$ cat src/design/ptt_pkg.sv
// constants for the protection and transient tuning register bank
// assumes a 10 MHz core clock and a command port fed by the management bus engine
package ptt_pkg;

   localparam int unsigned CLK_MHZ = 10;

   // command codes
   localparam logic [7:0] CODE_FAULT_MASK  = 8'hdf;
   localparam logic [7:0] CODE_UV_CONFIG   = 8'he1;
   localparam logic [7:0] CODE_PS_OFFSETS  = 8'he2;
   localparam logic [7:0] CODE_TUNING      = 8'he3;
   localparam logic [7:0] CODE_ZERO_TRIM   = 8'he4;

   // implemented bits of each register
   localparam logic [15:0] MASK_FAULT_MASK = 16'h01ff;
   localparam logic [15:0] MASK_UV_CONFIG  = 16'h007f;
   localparam logic [15:0] MASK_PS_OFFSETS = 16'h07ff;
   localparam logic [15:0] MASK_TUNING     = 16'h3fff;
   localparam logic [15:0] MASK_ZERO_TRIM  = 16'h001f;
   localparam logic [15:0] RST_REG         = 16'h0000;

   // fault mask bit positions
   localparam int unsigned FB_HIGH_OUTPUT_TRIP       = 0;
   localparam int unsigned FB_INPUT_OVERCURRENT      = 1;
   localparam int unsigned FB_SENSED_CURRENT_OC      = 2;
   localparam int unsigned FB_MONITOR_VOLTAGE_OC     = 3;
   localparam int unsigned FB_PER_PHASE_LIMIT        = 4;
   localparam int unsigned FB_LOW_OUTPUT_TRIP        = 5;
   localparam int unsigned FB_OVER_TEMPERATURE       = 6;
   localparam int unsigned FB_HIGH_OUTPUT_WARNING    = 7;
   localparam int unsigned FB_LOW_OUTPUT_WARNING     = 8;
   localparam int unsigned FAULT_COUNT               = 9;

   // undervoltage config fields
   localparam int unsigned UV_LEVEL_LSB  = 0;
   localparam int unsigned UV_DELAY_LSB  = 4;
   localparam int unsigned UV_ACTION_BIT = 6;

   // power state offset fields
   localparam int unsigned PS_DCM_LSB    = 0;
   localparam int unsigned PS_CLAMP_LSB  = 3;
   localparam int unsigned PS_DECAY_BIT  = 5;
   localparam int unsigned PS_LOWEST_LSB = 6;
   localparam int unsigned PS_FULL_LSB   = 9;

   // tuning fields, per phase group stride 3
   localparam int unsigned TU_STRIDE     = 3;
   localparam int unsigned TU_DECAY_OFS  = 1;
   localparam int unsigned TU_PEAK_LSB   = 9;
   localparam int unsigned TU_HPASS_LSB  = 11;
   localparam int unsigned TU_GAIN_BIT   = 13;

   // voltages in mV
   localparam int unsigned LOW_OUTPUT_WARNING_ABOVE_MV  = 66;
   localparam int unsigned OFFSET_STEP_MV    = 20;
   localparam int unsigned DECAY_OFS_LO_MV   = 100;
   localparam int unsigned DECAY_OFS_HI_MV   = 200;
   localparam logic [1:0]  SPEEDUP_ORIGINAL  = 2'h0;

   // persistence times in us and their cycle counts
   localparam int unsigned UV_DLY0_US = 10;
   localparam int unsigned UV_DLY1_US = 20;
   localparam int unsigned UV_DLY2_US = 40;
   localparam int unsigned UV_DLY3_US = 120;
   localparam int unsigned UV_DLY0_CYC = UV_DLY0_US * CLK_MHZ;
   localparam int unsigned UV_DLY1_CYC = UV_DLY1_US * CLK_MHZ;
   localparam int unsigned UV_DLY2_CYC = UV_DLY2_US * CLK_MHZ;
   localparam int unsigned UV_DLY3_CYC = UV_DLY3_US * CLK_MHZ;
   localparam int unsigned DLY_W = 11;

   // decay codes as presented to the loop
   typedef enum logic [1:0] {
      PTT_DECAY_HALF    = 2'b00,
      PTT_DECAY_NORMAL  = 2'b01,
      PTT_DECAY_QUARTER = 2'b10
   } ptt_decay_t;

   typedef enum logic [1:0] {
      PTT_PS_FULL    = 2'b00,
      PTT_PS_REDUCED = 2'b01,
      PTT_PS_LOWEST  = 2'b10
   } ptt_pstate_t;

endpackage

$ cat src/design/ptt_regs.sv
// protection and transient tuning register bank with its protection gating
// assumes a bus engine presenting decoded command codes, an nvm loader, and async comparator levels
//
// Contract
// - nine-bit mask, one bit per protection; set bit disables it
// - undervoltage bits 3:0 select trip level 105 to 402 mV
// - trip at reference minus level; warning sits 66 mV above trip
// - undervoltage trip and warning suppressed when their mask bits set
// - bits 5:4 select persistence 10, 20, 40 or 120 us
// - bit 6 chooses monitor only or hiccup restart
// - bits 2:0 hold discontinuous-mode offset, 20 mV steps, unused
// - bits 4:3 set compensation bottom clamp 20 to 80 mV
// - bit 5 selects decay offset 100 or 200 mV, unused
// - bits 8:6 give offset on active to lowest-state transition
// - bits 10:9 give offset on reduced to full transition only
// - three power states: lowest, reduced, full; code 3 unused
// - per-phase tuning acts only when speed-up selection is original
// - bits 0, 3, 6 pick reduced dead band per phase group
// - bit pairs pick decay: 0 and 3 half, 1 normal, 2 quarter
// - bits 10:9 select peak-detect capacitance 1 to 4 pF
// - bits 12:11 select high-pass capacitance 1 to 4 pF
// - bit 13 doubles high-frequency balance gain
// - bits 4:0 signed monitor trim in 0.25 uA steps
// - nvm defaults load from the bank the select field names
module ptt_regs (
   input  wire logic        clock,
   input  wire logic        rst,
   input  wire logic        cmd_write,
   input  wire logic        cmd_read,
   input  wire logic [7:0]  cmd_code,
   input  wire logic [15:0] cmd_wdata,
   output logic      [15:0] cmd_rdata,
   output logic             cmd_ack,
   output logic             cmd_unmapped,
   input  wire logic [2:0]  nonvolatile_bank_select,
   input  wire logic        nvm_load_start,
   input  wire logic        nvm_load_valid,
   input  wire logic [7:0]  nvm_load_code,
   input  wire logic [15:0] nvm_load_data,
   output logic      [2:0]  nvm_load_bank,
   input  wire logic [8:0]  raw_fault,
   output logic      [8:0]  fault_active,
   output logic             low_output_trip_event,
   output logic             hiccup_request,
   output logic      [8:0]  low_output_trip_mv,
   output logic      [8:0]  low_output_warning_level_mv,
   input  wire logic [2:0]  speedup_sel,
   input  wire logic [1:0]  power_state,
   input  wire logic [2:0]  active_phase_count,
   output logic      [7:0]  discontinuous_mode_offset_mv,
   output logic      [6:0]  compensation_voltage_clamp_mv,
   output logic      [7:0]  decay_comp_offset_mv,
   output logic      [7:0]  transition_offset_mv,
   output logic             transition_offset_pulse,
   output logic             dead_band_reduced,
   output logic      [1:0]  decay_select,
   output logic      [2:0]  peak_detect_cap_pf,
   output logic      [2:0]  high_pass_cap_pf,
   output logic             balance_gain_double,
   output logic      [4:0]  current_monitor_pin_trim
);

   ////////////////////////////////////////////////////////////////////////////
   // functions

   function automatic logic [15:0] impl_mask(input logic [7:0] code);
      if (code == ptt_pkg::CODE_FAULT_MASK) begin
         impl_mask = ptt_pkg::MASK_FAULT_MASK;
      end else if (code == ptt_pkg::CODE_UV_CONFIG) begin
         impl_mask = ptt_pkg::MASK_UV_CONFIG;
      end else if (code == ptt_pkg::CODE_PS_OFFSETS) begin
         impl_mask = ptt_pkg::MASK_PS_OFFSETS;
      end else if (code == ptt_pkg::CODE_TUNING) begin
         impl_mask = ptt_pkg::MASK_TUNING;
      end else if (code == ptt_pkg::CODE_ZERO_TRIM) begin
         impl_mask = ptt_pkg::MASK_ZERO_TRIM;
      end else begin
         impl_mask = 16'h0000;
      end
   endfunction

   function automatic logic is_mapped(input logic [7:0] code);
      is_mapped = (impl_mask(code) != 16'h0000);
   endfunction

   // level below reference; codes above 7h hold the top level
   function automatic logic [8:0] uv_level_mv(input logic [3:0] code);
      case (code)
         4'h0: uv_level_mv = 9'h069;
         4'h1: uv_level_mv = 9'h08d;
         4'h2: uv_level_mv = 9'h0b2;
         4'h3: uv_level_mv = 9'h0d6;
         4'h4: uv_level_mv = 9'h0fc;
         4'h5: uv_level_mv = 9'h123;
         4'h6: uv_level_mv = 9'h148;
         default: uv_level_mv = 9'h192;
      endcase
   endfunction

   function automatic logic [7:0] step_mv(input logic [2:0] code);
      step_mv = 8'(code * ptt_pkg::OFFSET_STEP_MV);
   endfunction

   ////////////////////////////////////////////////////////////////////////////
   // registers

   logic [15:0] fault_check_mask_q;
   logic [15:0] undervolt_trip_config_q;
   logic [15:0] power_state_transition_offsets_q;
   logic [15:0] phase_count_transient_tuning_q;
   logic [15:0] current_monitor_zero_trim_q;

   logic        ld_en;
   logic [7:0]  wr_code;
   logic [15:0] wr_data;

   // nvm load takes priority over a host write in the same cycle
   assign ld_en   = nvm_load_valid | cmd_write;
   assign wr_code = nvm_load_valid ? nvm_load_code : cmd_code;
   assign wr_data = (nvm_load_valid ? nvm_load_data : cmd_wdata) & impl_mask(wr_code);

   always_ff @(posedge clock or posedge rst) begin
      if (rst) begin
         fault_check_mask_q               <= ptt_pkg::RST_REG;
         undervolt_trip_config_q          <= ptt_pkg::RST_REG;
         power_state_transition_offsets_q <= ptt_pkg::RST_REG;
         phase_count_transient_tuning_q   <= ptt_pkg::RST_REG;
         current_monitor_zero_trim_q      <= ptt_pkg::RST_REG;
      end else if (ld_en) begin
         if (wr_code == ptt_pkg::CODE_FAULT_MASK) begin
            fault_check_mask_q <= wr_data;
         end else if (wr_code == ptt_pkg::CODE_UV_CONFIG) begin
            undervolt_trip_config_q <= wr_data;
         end else if (wr_code == ptt_pkg::CODE_PS_OFFSETS) begin
            power_state_transition_offsets_q <= wr_data;
         end else if (wr_code == ptt_pkg::CODE_TUNING) begin
            phase_count_transient_tuning_q <= wr_data;
         end else if (wr_code == ptt_pkg::CODE_ZERO_TRIM) begin
            current_monitor_zero_trim_q <= wr_data;
         end
      end
   end

   always_ff @(posedge clock or posedge rst) begin
      if (rst) begin
         nvm_load_bank <= 3'h0;
      end else if (nvm_load_start) begin
         nvm_load_bank <= nonvolatile_bank_select;
      end
   end

   // read path, answer one cycle after the strobe
   always_ff @(posedge clock or posedge rst) begin
      if (rst) begin
         cmd_rdata    <= 16'h0000;
         cmd_ack      <= 1'b0;
         cmd_unmapped <= 1'b0;
      end else begin
         cmd_ack      <= cmd_read | cmd_write;
         cmd_unmapped <= (cmd_read | cmd_write) & ~is_mapped(cmd_code);
         if (cmd_read) begin
            if (cmd_code == ptt_pkg::CODE_FAULT_MASK) begin
               cmd_rdata <= fault_check_mask_q;
            end else if (cmd_code == ptt_pkg::CODE_UV_CONFIG) begin
               cmd_rdata <= undervolt_trip_config_q;
            end else if (cmd_code == ptt_pkg::CODE_PS_OFFSETS) begin
               cmd_rdata <= power_state_transition_offsets_q;
            end else if (cmd_code == ptt_pkg::CODE_TUNING) begin
               cmd_rdata <= phase_count_transient_tuning_q;
            end else if (cmd_code == ptt_pkg::CODE_ZERO_TRIM) begin
               cmd_rdata <= current_monitor_zero_trim_q;
            end else begin
               cmd_rdata <= 16'h0000;
            end
         end
      end
   end

   ////////////////////////////////////////////////////////////////////////////
   // fault input synchronisers and masking

   logic [8:0] sync1_q;
   logic [8:0] sync2_q;
   logic [8:0] sync3_q;
   logic [8:0] fault_level_q;

   always_ff @(posedge clock or posedge rst) begin
      if (rst) begin
         sync1_q <= 9'h000;
         sync2_q <= 9'h000;
         sync3_q <= 9'h000;
      end else begin
         sync1_q <= raw_fault;
         sync2_q <= sync1_q;
         sync3_q <= sync2_q;
      end
   end

   genvar gi;
   generate
      for (gi = 0; gi < ptt_pkg::FAULT_COUNT; gi++) begin : g_fault
         always_ff @(posedge clock or posedge rst) begin
            if (rst) begin
               fault_level_q[gi] <= 1'b0;
            end else if (sync2_q[gi] == sync3_q[gi]) begin
               fault_level_q[gi] <= sync3_q[gi];
            end
         end
         always_ff @(posedge clock or posedge rst) begin
            if (rst) begin
               fault_active[gi] <= 1'b0;
            end else begin
               fault_active[gi] <= fault_level_q[gi] & ~fault_check_mask_q[gi];
            end
         end
      end
   endgenerate

   ////////////////////////////////////////////////////////////////////////////
   // undervoltage levels, persistence and response

   logic [3:0]             uv_code;
   logic [1:0]             uv_dly_code;
   logic [ptt_pkg::DLY_W-1:0] uv_dly_lim;
   logic [ptt_pkg::DLY_W-1:0] uv_cnt_q;
   logic                   uv_cond;

   assign uv_code     = undervolt_trip_config_q[ptt_pkg::UV_LEVEL_LSB +: 4];
   assign uv_dly_code = undervolt_trip_config_q[ptt_pkg::UV_DELAY_LSB +: 2];

   always_ff @(posedge clock or posedge rst) begin
      if (rst) begin
         low_output_trip_mv          <= 9'h000;
         low_output_warning_level_mv <= 9'h000;
      end else begin
         low_output_trip_mv          <= uv_level_mv(uv_code);
         low_output_warning_level_mv <= uv_level_mv(uv_code) - 9'(ptt_pkg::LOW_OUTPUT_WARNING_ABOVE_MV);
      end
   end

   always_comb begin
      case (uv_dly_code)
         2'h0: uv_dly_lim = ptt_pkg::DLY_W'(ptt_pkg::UV_DLY0_CYC);
         2'h1: uv_dly_lim = ptt_pkg::DLY_W'(ptt_pkg::UV_DLY1_CYC);
         2'h2: uv_dly_lim = ptt_pkg::DLY_W'(ptt_pkg::UV_DLY2_CYC);
         default: uv_dly_lim = ptt_pkg::DLY_W'(ptt_pkg::UV_DLY3_CYC);
      endcase
   end

   assign uv_cond = fault_level_q[ptt_pkg::FB_LOW_OUTPUT_TRIP]
                    & ~fault_check_mask_q[ptt_pkg::FB_LOW_OUTPUT_TRIP];

   always_ff @(posedge clock or posedge rst) begin
      if (rst) begin
         uv_cnt_q <= '0;
      end else if (!uv_cond) begin
         uv_cnt_q <= '0;
      end else if (uv_cnt_q < uv_dly_lim) begin
         uv_cnt_q <= uv_cnt_q + 1'b1;
      end
   end

   always_ff @(posedge clock or posedge rst) begin
      if (rst) begin
         low_output_trip_event <= 1'b0;
         hiccup_request        <= 1'b0;
      end else begin
         low_output_trip_event <= uv_cond & (uv_cnt_q >= uv_dly_lim);
         hiccup_request        <= uv_cond & (uv_cnt_q >= uv_dly_lim) & ~low_output_trip_event
                                  & undervolt_trip_config_q[ptt_pkg::UV_ACTION_BIT];
      end
   end

   ////////////////////////////////////////////////////////////////////////////
   // power state offsets

   logic [1:0] ps_prev_q;

   always_ff @(posedge clock or posedge rst) begin
      if (rst) begin
         ps_prev_q <= ptt_pkg::PTT_PS_FULL;
      end else begin
         ps_prev_q <= power_state;
      end
   end

   always_ff @(posedge clock or posedge rst) begin
      if (rst) begin
         discontinuous_mode_offset_mv  <= 8'h00;
         compensation_voltage_clamp_mv <= 7'h00;
         decay_comp_offset_mv          <= 8'h00;
      end else begin
         discontinuous_mode_offset_mv  <= step_mv(power_state_transition_offsets_q[ptt_pkg::PS_DCM_LSB +: 3]);
         compensation_voltage_clamp_mv <= 7'(step_mv({1'b0, power_state_transition_offsets_q[ptt_pkg::PS_CLAMP_LSB +: 2]})
                                          + 8'(ptt_pkg::OFFSET_STEP_MV));
         decay_comp_offset_mv          <= power_state_transition_offsets_q[ptt_pkg::PS_DECAY_BIT]
                                          ? 8'(ptt_pkg::DECAY_OFS_HI_MV) : 8'(ptt_pkg::DECAY_OFS_LO_MV);
      end
   end

   // momentary offset on the two transitions
   always_ff @(posedge clock or posedge rst) begin
      if (rst) begin
         transition_offset_mv    <= 8'h00;
         transition_offset_pulse <= 1'b0;
      end else if (power_state == ptt_pkg::PTT_PS_LOWEST && ps_prev_q != ptt_pkg::PTT_PS_LOWEST) begin
         transition_offset_mv    <= step_mv(power_state_transition_offsets_q[ptt_pkg::PS_LOWEST_LSB +: 3]);
         transition_offset_pulse <= 1'b1;
      end else if (power_state == ptt_pkg::PTT_PS_FULL && ps_prev_q == ptt_pkg::PTT_PS_REDUCED) begin
         transition_offset_mv    <= step_mv({1'b0, power_state_transition_offsets_q[ptt_pkg::PS_FULL_LSB +: 2]});
         transition_offset_pulse <= 1'b1;
      end else begin
         transition_offset_mv    <= 8'h00;
         transition_offset_pulse <= 1'b0;
      end
   end

   ////////////////////////////////////////////////////////////////////////////
   // per phase count transient tuning

   logic [1:0] grp;
   logic       tune_on;
   logic [1:0] raw_decay;

   assign grp = (active_phase_count <= 3'h1) ? 2'h0 : (active_phase_count == 3'h2) ? 2'h1 : 2'h2;
   assign tune_on = (speedup_sel == 3'h0);
   assign raw_decay = phase_count_transient_tuning_q[grp * ptt_pkg::TU_STRIDE + ptt_pkg::TU_DECAY_OFS +: 2];

   always_ff @(posedge clock or posedge rst) begin
      if (rst) begin
         dead_band_reduced   <= 1'b0;
         decay_select        <= ptt_pkg::PTT_DECAY_NORMAL;
         peak_detect_cap_pf  <= 3'h1;
         high_pass_cap_pf    <= 3'h1;
         balance_gain_double <= 1'b0;
      end else if (!tune_on) begin
         dead_band_reduced   <= 1'b0;
         decay_select        <= ptt_pkg::PTT_DECAY_NORMAL;
         peak_detect_cap_pf  <= 3'h1;
         high_pass_cap_pf    <= 3'h1;
         balance_gain_double <= 1'b0;
      end else begin
         dead_band_reduced   <= phase_count_transient_tuning_q[grp * ptt_pkg::TU_STRIDE];
         case (raw_decay)
            2'h1: decay_select <= ptt_pkg::PTT_DECAY_NORMAL;
            2'h2: decay_select <= ptt_pkg::PTT_DECAY_QUARTER;
            default: decay_select <= ptt_pkg::PTT_DECAY_HALF;
         endcase
         peak_detect_cap_pf  <= {1'b0, phase_count_transient_tuning_q[ptt_pkg::TU_PEAK_LSB +: 2]} + 3'h1;
         high_pass_cap_pf    <= {1'b0, phase_count_transient_tuning_q[ptt_pkg::TU_HPASS_LSB +: 2]} + 3'h1;
         balance_gain_double <= phase_count_transient_tuning_q[ptt_pkg::TU_GAIN_BIT];
      end
   end

   always_ff @(posedge clock or posedge rst) begin
      if (rst) begin
         current_monitor_pin_trim <= 5'h00;
      end else begin
         current_monitor_pin_trim <= current_monitor_zero_trim_q[4:0];
      end
   end

endmodule

$ cat config.mk
export PLATFORM = sky130hd
export DESIGN_NAME = ptt_regs
export DESIGN_NICKNAME = d
export VERILOG_FILES = /design/src/design/ptt_pkg.sv /design/src/design/ptt_regs.sv
export SDC_FILE = /design/constraint.sdc
export NUM_CORES = 1
export LEC_CHECK = 0
export ABC_AREA = 1
export BUFFER_PORTS_ARGS = -buffer_cell sky130_fd_sc_hd__buf_2
export CAP_MARGIN = 20
export CORE_AREA = 2 2 104 207
export CTS_CLUSTER_DIAMETER = 50
export DETAILED_ROUTE_END_ITERATION = 10
export DIE_AREA = 0 0 106 209
export GPL_TIMING_DRIVEN = 0
export PLACE_DENSITY = 0.68
export SLEW_MARGIN = 20
export SYNTH_ARGS = -nofsm -noshare
export SYNTH_HDL_FRONTEND = slang
export SYNTH_SLANG_ARGS = --single-unit
$ cat constraint.sdc
create_clock -name clock -period 6.3 [get_ports clock]
set_input_delay 0.315 -clock clock [delete_from_list [all_inputs] [get_ports clock]]
set_output_delay 0.315 -clock clock [all_outputs]
set_load 0.01 [all_outputs]
======== Word level (Yosys, flattened, before mapping) ========
Index checks and enable logic that the tools add are counted.
cells by class
  add/sub/neg operators ................... 6
  order comparisons ....................... 4
  bitwise gates (word level) .............. 31
  multipliers ............................. 5
  shifts and indexed selects .............. 1
  reductions and logical operators ........ 12
  equal/unequal tests ..................... 34
  multiplexer cells ....................... 36
operators by type and width
  cell                                                 count
  two-way mux 14 bit                                   8
  two-way mux 16 bit                                   6
  equality test 8 bit, second input constant           10
  case mux 9 bit (7 select lines)                      1
  case mux 11 bit (3 select lines)                     1
  two-way mux 8 bit                                    3
  two-way mux 11 bit                                   2
  AND 16 bit                                           1
  nonzero test 16 bit                                  1
  variable part select 16 x 6 -> 2 bit                 1
  inverter 1 bit                                       15
  AND 1 bit                                            13
  equality test 4 x 3 -> 1 bit, second input constant  3
  multiplier 3 x 3 -> 6 bit, second input constant     2
  adder 11 x 1 -> 11 bit, second input constant        1
  greater-or-equal comparator 11 bit                   1
  less-than comparator 11 bit                          1
  multiplier 2 x 3 -> 5 bit, second input constant     2
  two-way mux 5 bit                                    2
  equality test 1 bit                                  9
  subtractor 9 x 7 -> 9 bit, second input constant     1
  equality test 4 x 2 -> 1 bit, second input constant  2
  adder 7 x 5 -> 7 bit, second input constant          1
  two-way mux 7 bit                                    1
  26 further kinds                                     41
storage, ports and cells
  logic and storage cells ................. 176
  output and inout bits ................... 97
  bits of input ports ..................... 74
  register bits ........................... 224

======== Depth between registers and ports, before layout ========
  depth in word-level cells ............... 9
  depth in mapped cells ................... 14
  gate-level depth less buffers ........... 14

======== Worst setup path before layout ========
No wires, ideal clock.
  kind .................................... register to register
  start point ............................. register undervolt_trip_config_q[4]
  end point ............................... register uv_cnt_q[0] (netlist name)
  period minus slack after synthesis ...... 2.032 ns
  setup time .............................. 0.132 ns
  data required time ...................... 6.168 ns
  data arrival time ....................... 1.900 ns
  path buffers ............................ 1
  path slack .............................. 4.268 ns
  cell stages (with the launch flop) ...... 12
  cells stage by stage .................... dfrtp_1 -> inv_1 -> ha_1 -> o21bai_1 -> ha_1 -> a21oi_1 -> o21ai_0 -> nand2_1 -> nand3_1 -> nand2_1 -> clkbuf_1 -> o21ai_0
on the way
  cells in the longest elaborated chain, start to end .. 4
  elaborated cells between the ends (all ways) .. 6
  classes of those cells .................. order compare (1); eq/ne (3); mux (1); reduce/logical (1)
RTL lines
  item                                         line             RTL
  from (decl)                                  ptt_regs.sv:108  logic [15:0] undervolt_trip_config_q;
  from (signal assigned)                       ptt_regs.sv:125  undervolt_trip_config_q <= ptt_pkg::RST_REG;
  from (signal assigned)                       ptt_regs.sv:133  undervolt_trip_config_q <= wr_data;
  equality test 2 bit (tied with other cells)  ptt_regs.sv:242  case (uv_dly_code)
  case mux 11 bit (3 select lines) (*)         ptt_regs.sv:242
  less-than comparator 11 bit (*)              ptt_regs.sv:258  end else if (uv_cnt_q < uv_dly_lim) begin
  != test 2 x 1 -> 1 bit (no source line) (*)  n/a
  to (signal assigned)                         ptt_regs.sv:259  uv_cnt_q <= uv_cnt_q + 1'b1;
  to (decl)                                    ptt_regs.sv:225  logic [ptt_pkg::DLY_W-1:0] uv_cnt_q;
Every way passes the cells marked *; elsewhere a longest branch is shown, timed or not.
A chain may end at the register's enable or synchronous reset.

======== Worst setup path after layout ========
  start point ............................. register undervolt_trip_config_q[4]
  end point ............................... register uv_cnt_q[4] (netlist name)
Same word-level chain as after synthesis.

==> results.toml <==
[run_status]
status = "complete, no violations"

[logic_synthesis]
synth_top_family_by_area = "simple AND/OR/NAND/NOR gates"
synth_most_common_cell = "nand2_1"
synth-edff-count = 0
synth_cell_type_count = 45
synth_simple_gate_area_share_pct = 24.1
synth_area_leader_cell = "dfrtp_1"
dominantRegCellSynth = "dfrtp_1"
avgSynthCellArea_sq_um = 9.00
ys_seq_area_share_pct = 55.2
yosys_warnings = 0
synthTopCellsByArea = "dfrtp_1, nand2_1, inv_1, ha_1, nand3_1"
syn_inst = 1013
synth_area_sq_um = 9120
yosys-top-cells-count = "nand2_1, dfrtp_1, inv_1"
synth_compound_area_share_pct = 5.24
synth_fa_ha_area_share_pct = 4.97
synth_mux_area_share_pct = 0.700
synth-xor-area-share_pct = 0.576
synth-seq-cells = 201
async_flop_share_pct = 100
synth_top_area_share_pct = 54.3

[pwr]
p_comb_share_pct = 8.6
share_seq_of_total_power_pct = 49.2
clkPwrFrac_pct = 42.2
leakagePower_nw = 5.94
total_power_mw = 2.76
p_switching_mw = 0.665
swShare_pct = 24.1
irDropWorstVdd_mv = 0.223
p_int_mw = 2.10
pwr_density_cell_nw_per_um2 = 250

[sta]
hold_viol = 0
setup_tns_ns = 0
tightest_slew_ns = 0.700
setup_viol = 0
fmax_mhz = 375
worst_slew_margin_rel_pct = 53.3
finalCritPeriodShare_pct = 42.3
skew_ns = 0.0214
slew_violations = 0
whs_ns = 0.0583
worst_slack_ns = 3.63
layout_min_cycle_time_ns = 2.67
rsz0062_at_grt = "false"

[route]
detail-route-antenna-nets = 0
dr.pass1.iters = 5
vias = 7146
wire_per_inst_um = 14.5
vias_per_cell = 4.78
drt_iter0_markers = 292
drc = 0
routed_wl_um = 21700

[setup_path]
cp.required_ns = 6.66
crit_chain = "inv_1 -> ha_1 -> o21bai_1 -> ha_1 -> a21oi_1 -> o21ai_0 -> nand2_1 -> nand3_1 -> nand2_1 -> clkbuf_1 -> o21ai_0"
slowest_stage = "dfrtp_1"
critPathMaxStageDelay_ns = 0.52
crit_type = "flip-flop to flip-flop"
path_max_fanout = 10
cp.arrival_ns = 3.02
end_kind = "flip-flop"
critPathLaunchType = "flip-flop"

[die]
dieHeight_um = 209
die_w_um = 106
die_area_sq_um = 22200
rows = 75
io-pin-count = 171
initial_core_util_pct = 44.0
coreArea_sq_um = 20700

[placement]
dp.cells = 1448
place_area_sq_um = 10300
post-place-ws_ns = 3.71
hpwl_um = 16100
gp_congestion = 0.887
port_buffers = 154

[global_routing]
antenna_found_initial = 0
grt_overflow = 0
grt_max_degree = 109
track_usage_pct = 20.1
grt_pass1_vias = 7043
grt_pass1_wl_um = 35300

[layout]
fillerInstances = 1897
layout.nets = 1315
drive_above_1_share_pct = 21.8
postLayoutCellArea_sq_um = 11100
fin_cells = 1494
area_growth_pct = 21.4
fin_util_pct = 53.4
seq_area_sq_um = 5030
antenna_cells = 0
multi_input_area_sq_um = 3290

[run]
maxCapViolCount = 0

[clock_tree]
cts-root-buf = "clkbuf_16"
cts.reportedPaths.clkPinSlew_ns = 0.07
clock_path_buffers = 3
hold_buffers = 12
clk_latency_ns = 0.51
h-tree-depth = 1
cts.sinks = 201
cts_buffers = 19
cts_resized = 0
cts_tree = "yes"
cts_setup_buffers = 0

[worst_hold_path]
hp-class = "input port to flip-flop"
[layout make-up]
cell class	count	area share [%]
flip-flops and latches	201	45.5
multi-input cells	635	29.7
repair buffers	168	8.54
inverters	153	5.28
clock buffers	25	4.68
well taps	269	3.04
plain buffers	34	2.34
clock inverters	9	0.994
[path summary, 6_finish.rpt]
kind / start / to / slack (ns) / depth (start not counted)
worst min-delay path: nonvolatile_bank_select[2] / nvm_load_bank[2] / 0.06 / 2
min in group asynchronous: rst / low_output_trip_event / 0.49 / 4
worst max register to register: undervolt_trip_config_q[4] / uv_cnt_q[4] / 3.63 / 11
worst max-delay path: undervolt_trip_config_q[4] / uv_cnt_q[4] / 3.63 / 11
max in group asynchronous: rst / low_output_trip_mv[1] / 4.95 / 5
worst min register to register: sync1_q[6] / sync2_q[6] / 0.35 / 0
[layout by cell type, fill, tap and decap left out, drive strengths merged, types with 2 or more instances in the layout]
master	n
a21oi	10
dfrtp	198
nand3	62
nor4	2
nor2	86
nand2	285
clkbuf	33
bufinv	2
nor3	12
clkinv	3
ha	29
buf	182
nor3b	2
o211ai	5
inv	154
clkinvlp	3
maj3	9
mux2	3
dfstp	3
o21bai	2
o21ai	64
or2	13
xor2	6
mux2i	3
nand3b	13
conb	12
dlygate4sd3	12
nand4	11
[worst max-delay path: cells and delay by family (launching register included)]
kind | cells | cell delay (ns)
AOI/OAI and AO/OA | 4 | 0.58
DFF | 1 | 0.52
adders and majority gates | 2 | 0.52
and+or+nand+nor | 3 | 0.36
buffers and inverters | 2 | 0.53
[logic make-up after synthesis]
family                     count (synthesis)
and+or+nand+nor                          487
adders and majority gates                 38
muxes                                      6
other                                      2
DFF                                      201
AOI/OAI and AO/OA                         86
buffers and inverters                    187
xor gates and xnor gates                   6
[sequential cells by signal, summed over array words and instances, names as in the netlist, 4 cells and up]
signal and flops:
sync2_q 9, power_state_transition_offsets_q 14, cmd_rdata 14, phase_count_transient_tuning_q 14, transition_offset_mv 6, current_monitor_zero_trim_q 14, discontinuous_mode_offset_mv 6, fault_active 9
undervolt_trip_config_q 14, current_monitor_pin_trim 5, compensation_voltage_clamp_mv 4, fault_check_mask_q 14, low_output_warning_level_mv 9, sync1_q 9, sync3_q 9, low_output_trip_mv 8
fault_level_q 9, uv_cnt_q 11
[power groups by stage]
stage	clock [mW]	combinational, mW	sequential, mW
after floorplan	0	0.123	1.40
after global placement	0	0.225	1.39
after detailed placement	0	0.235	1.39
after CTS	1.19	0.241	1.36
after global routing	1.25	0.266	1.37
final	1.17	0.237	1.36
[per-layer routing]
layer / track usage, % / vias up / part of all wire [%]
met2: 33.0 / 276 / 48
met4: 9.35 / 0 / 4.5
met1: 26.0 / 3297 / 41
met3: 3.28 / 51 / 6.4
li1: - / 3522 / -
met5: 0 / - / 0
(Power assumes the default switching activity.)
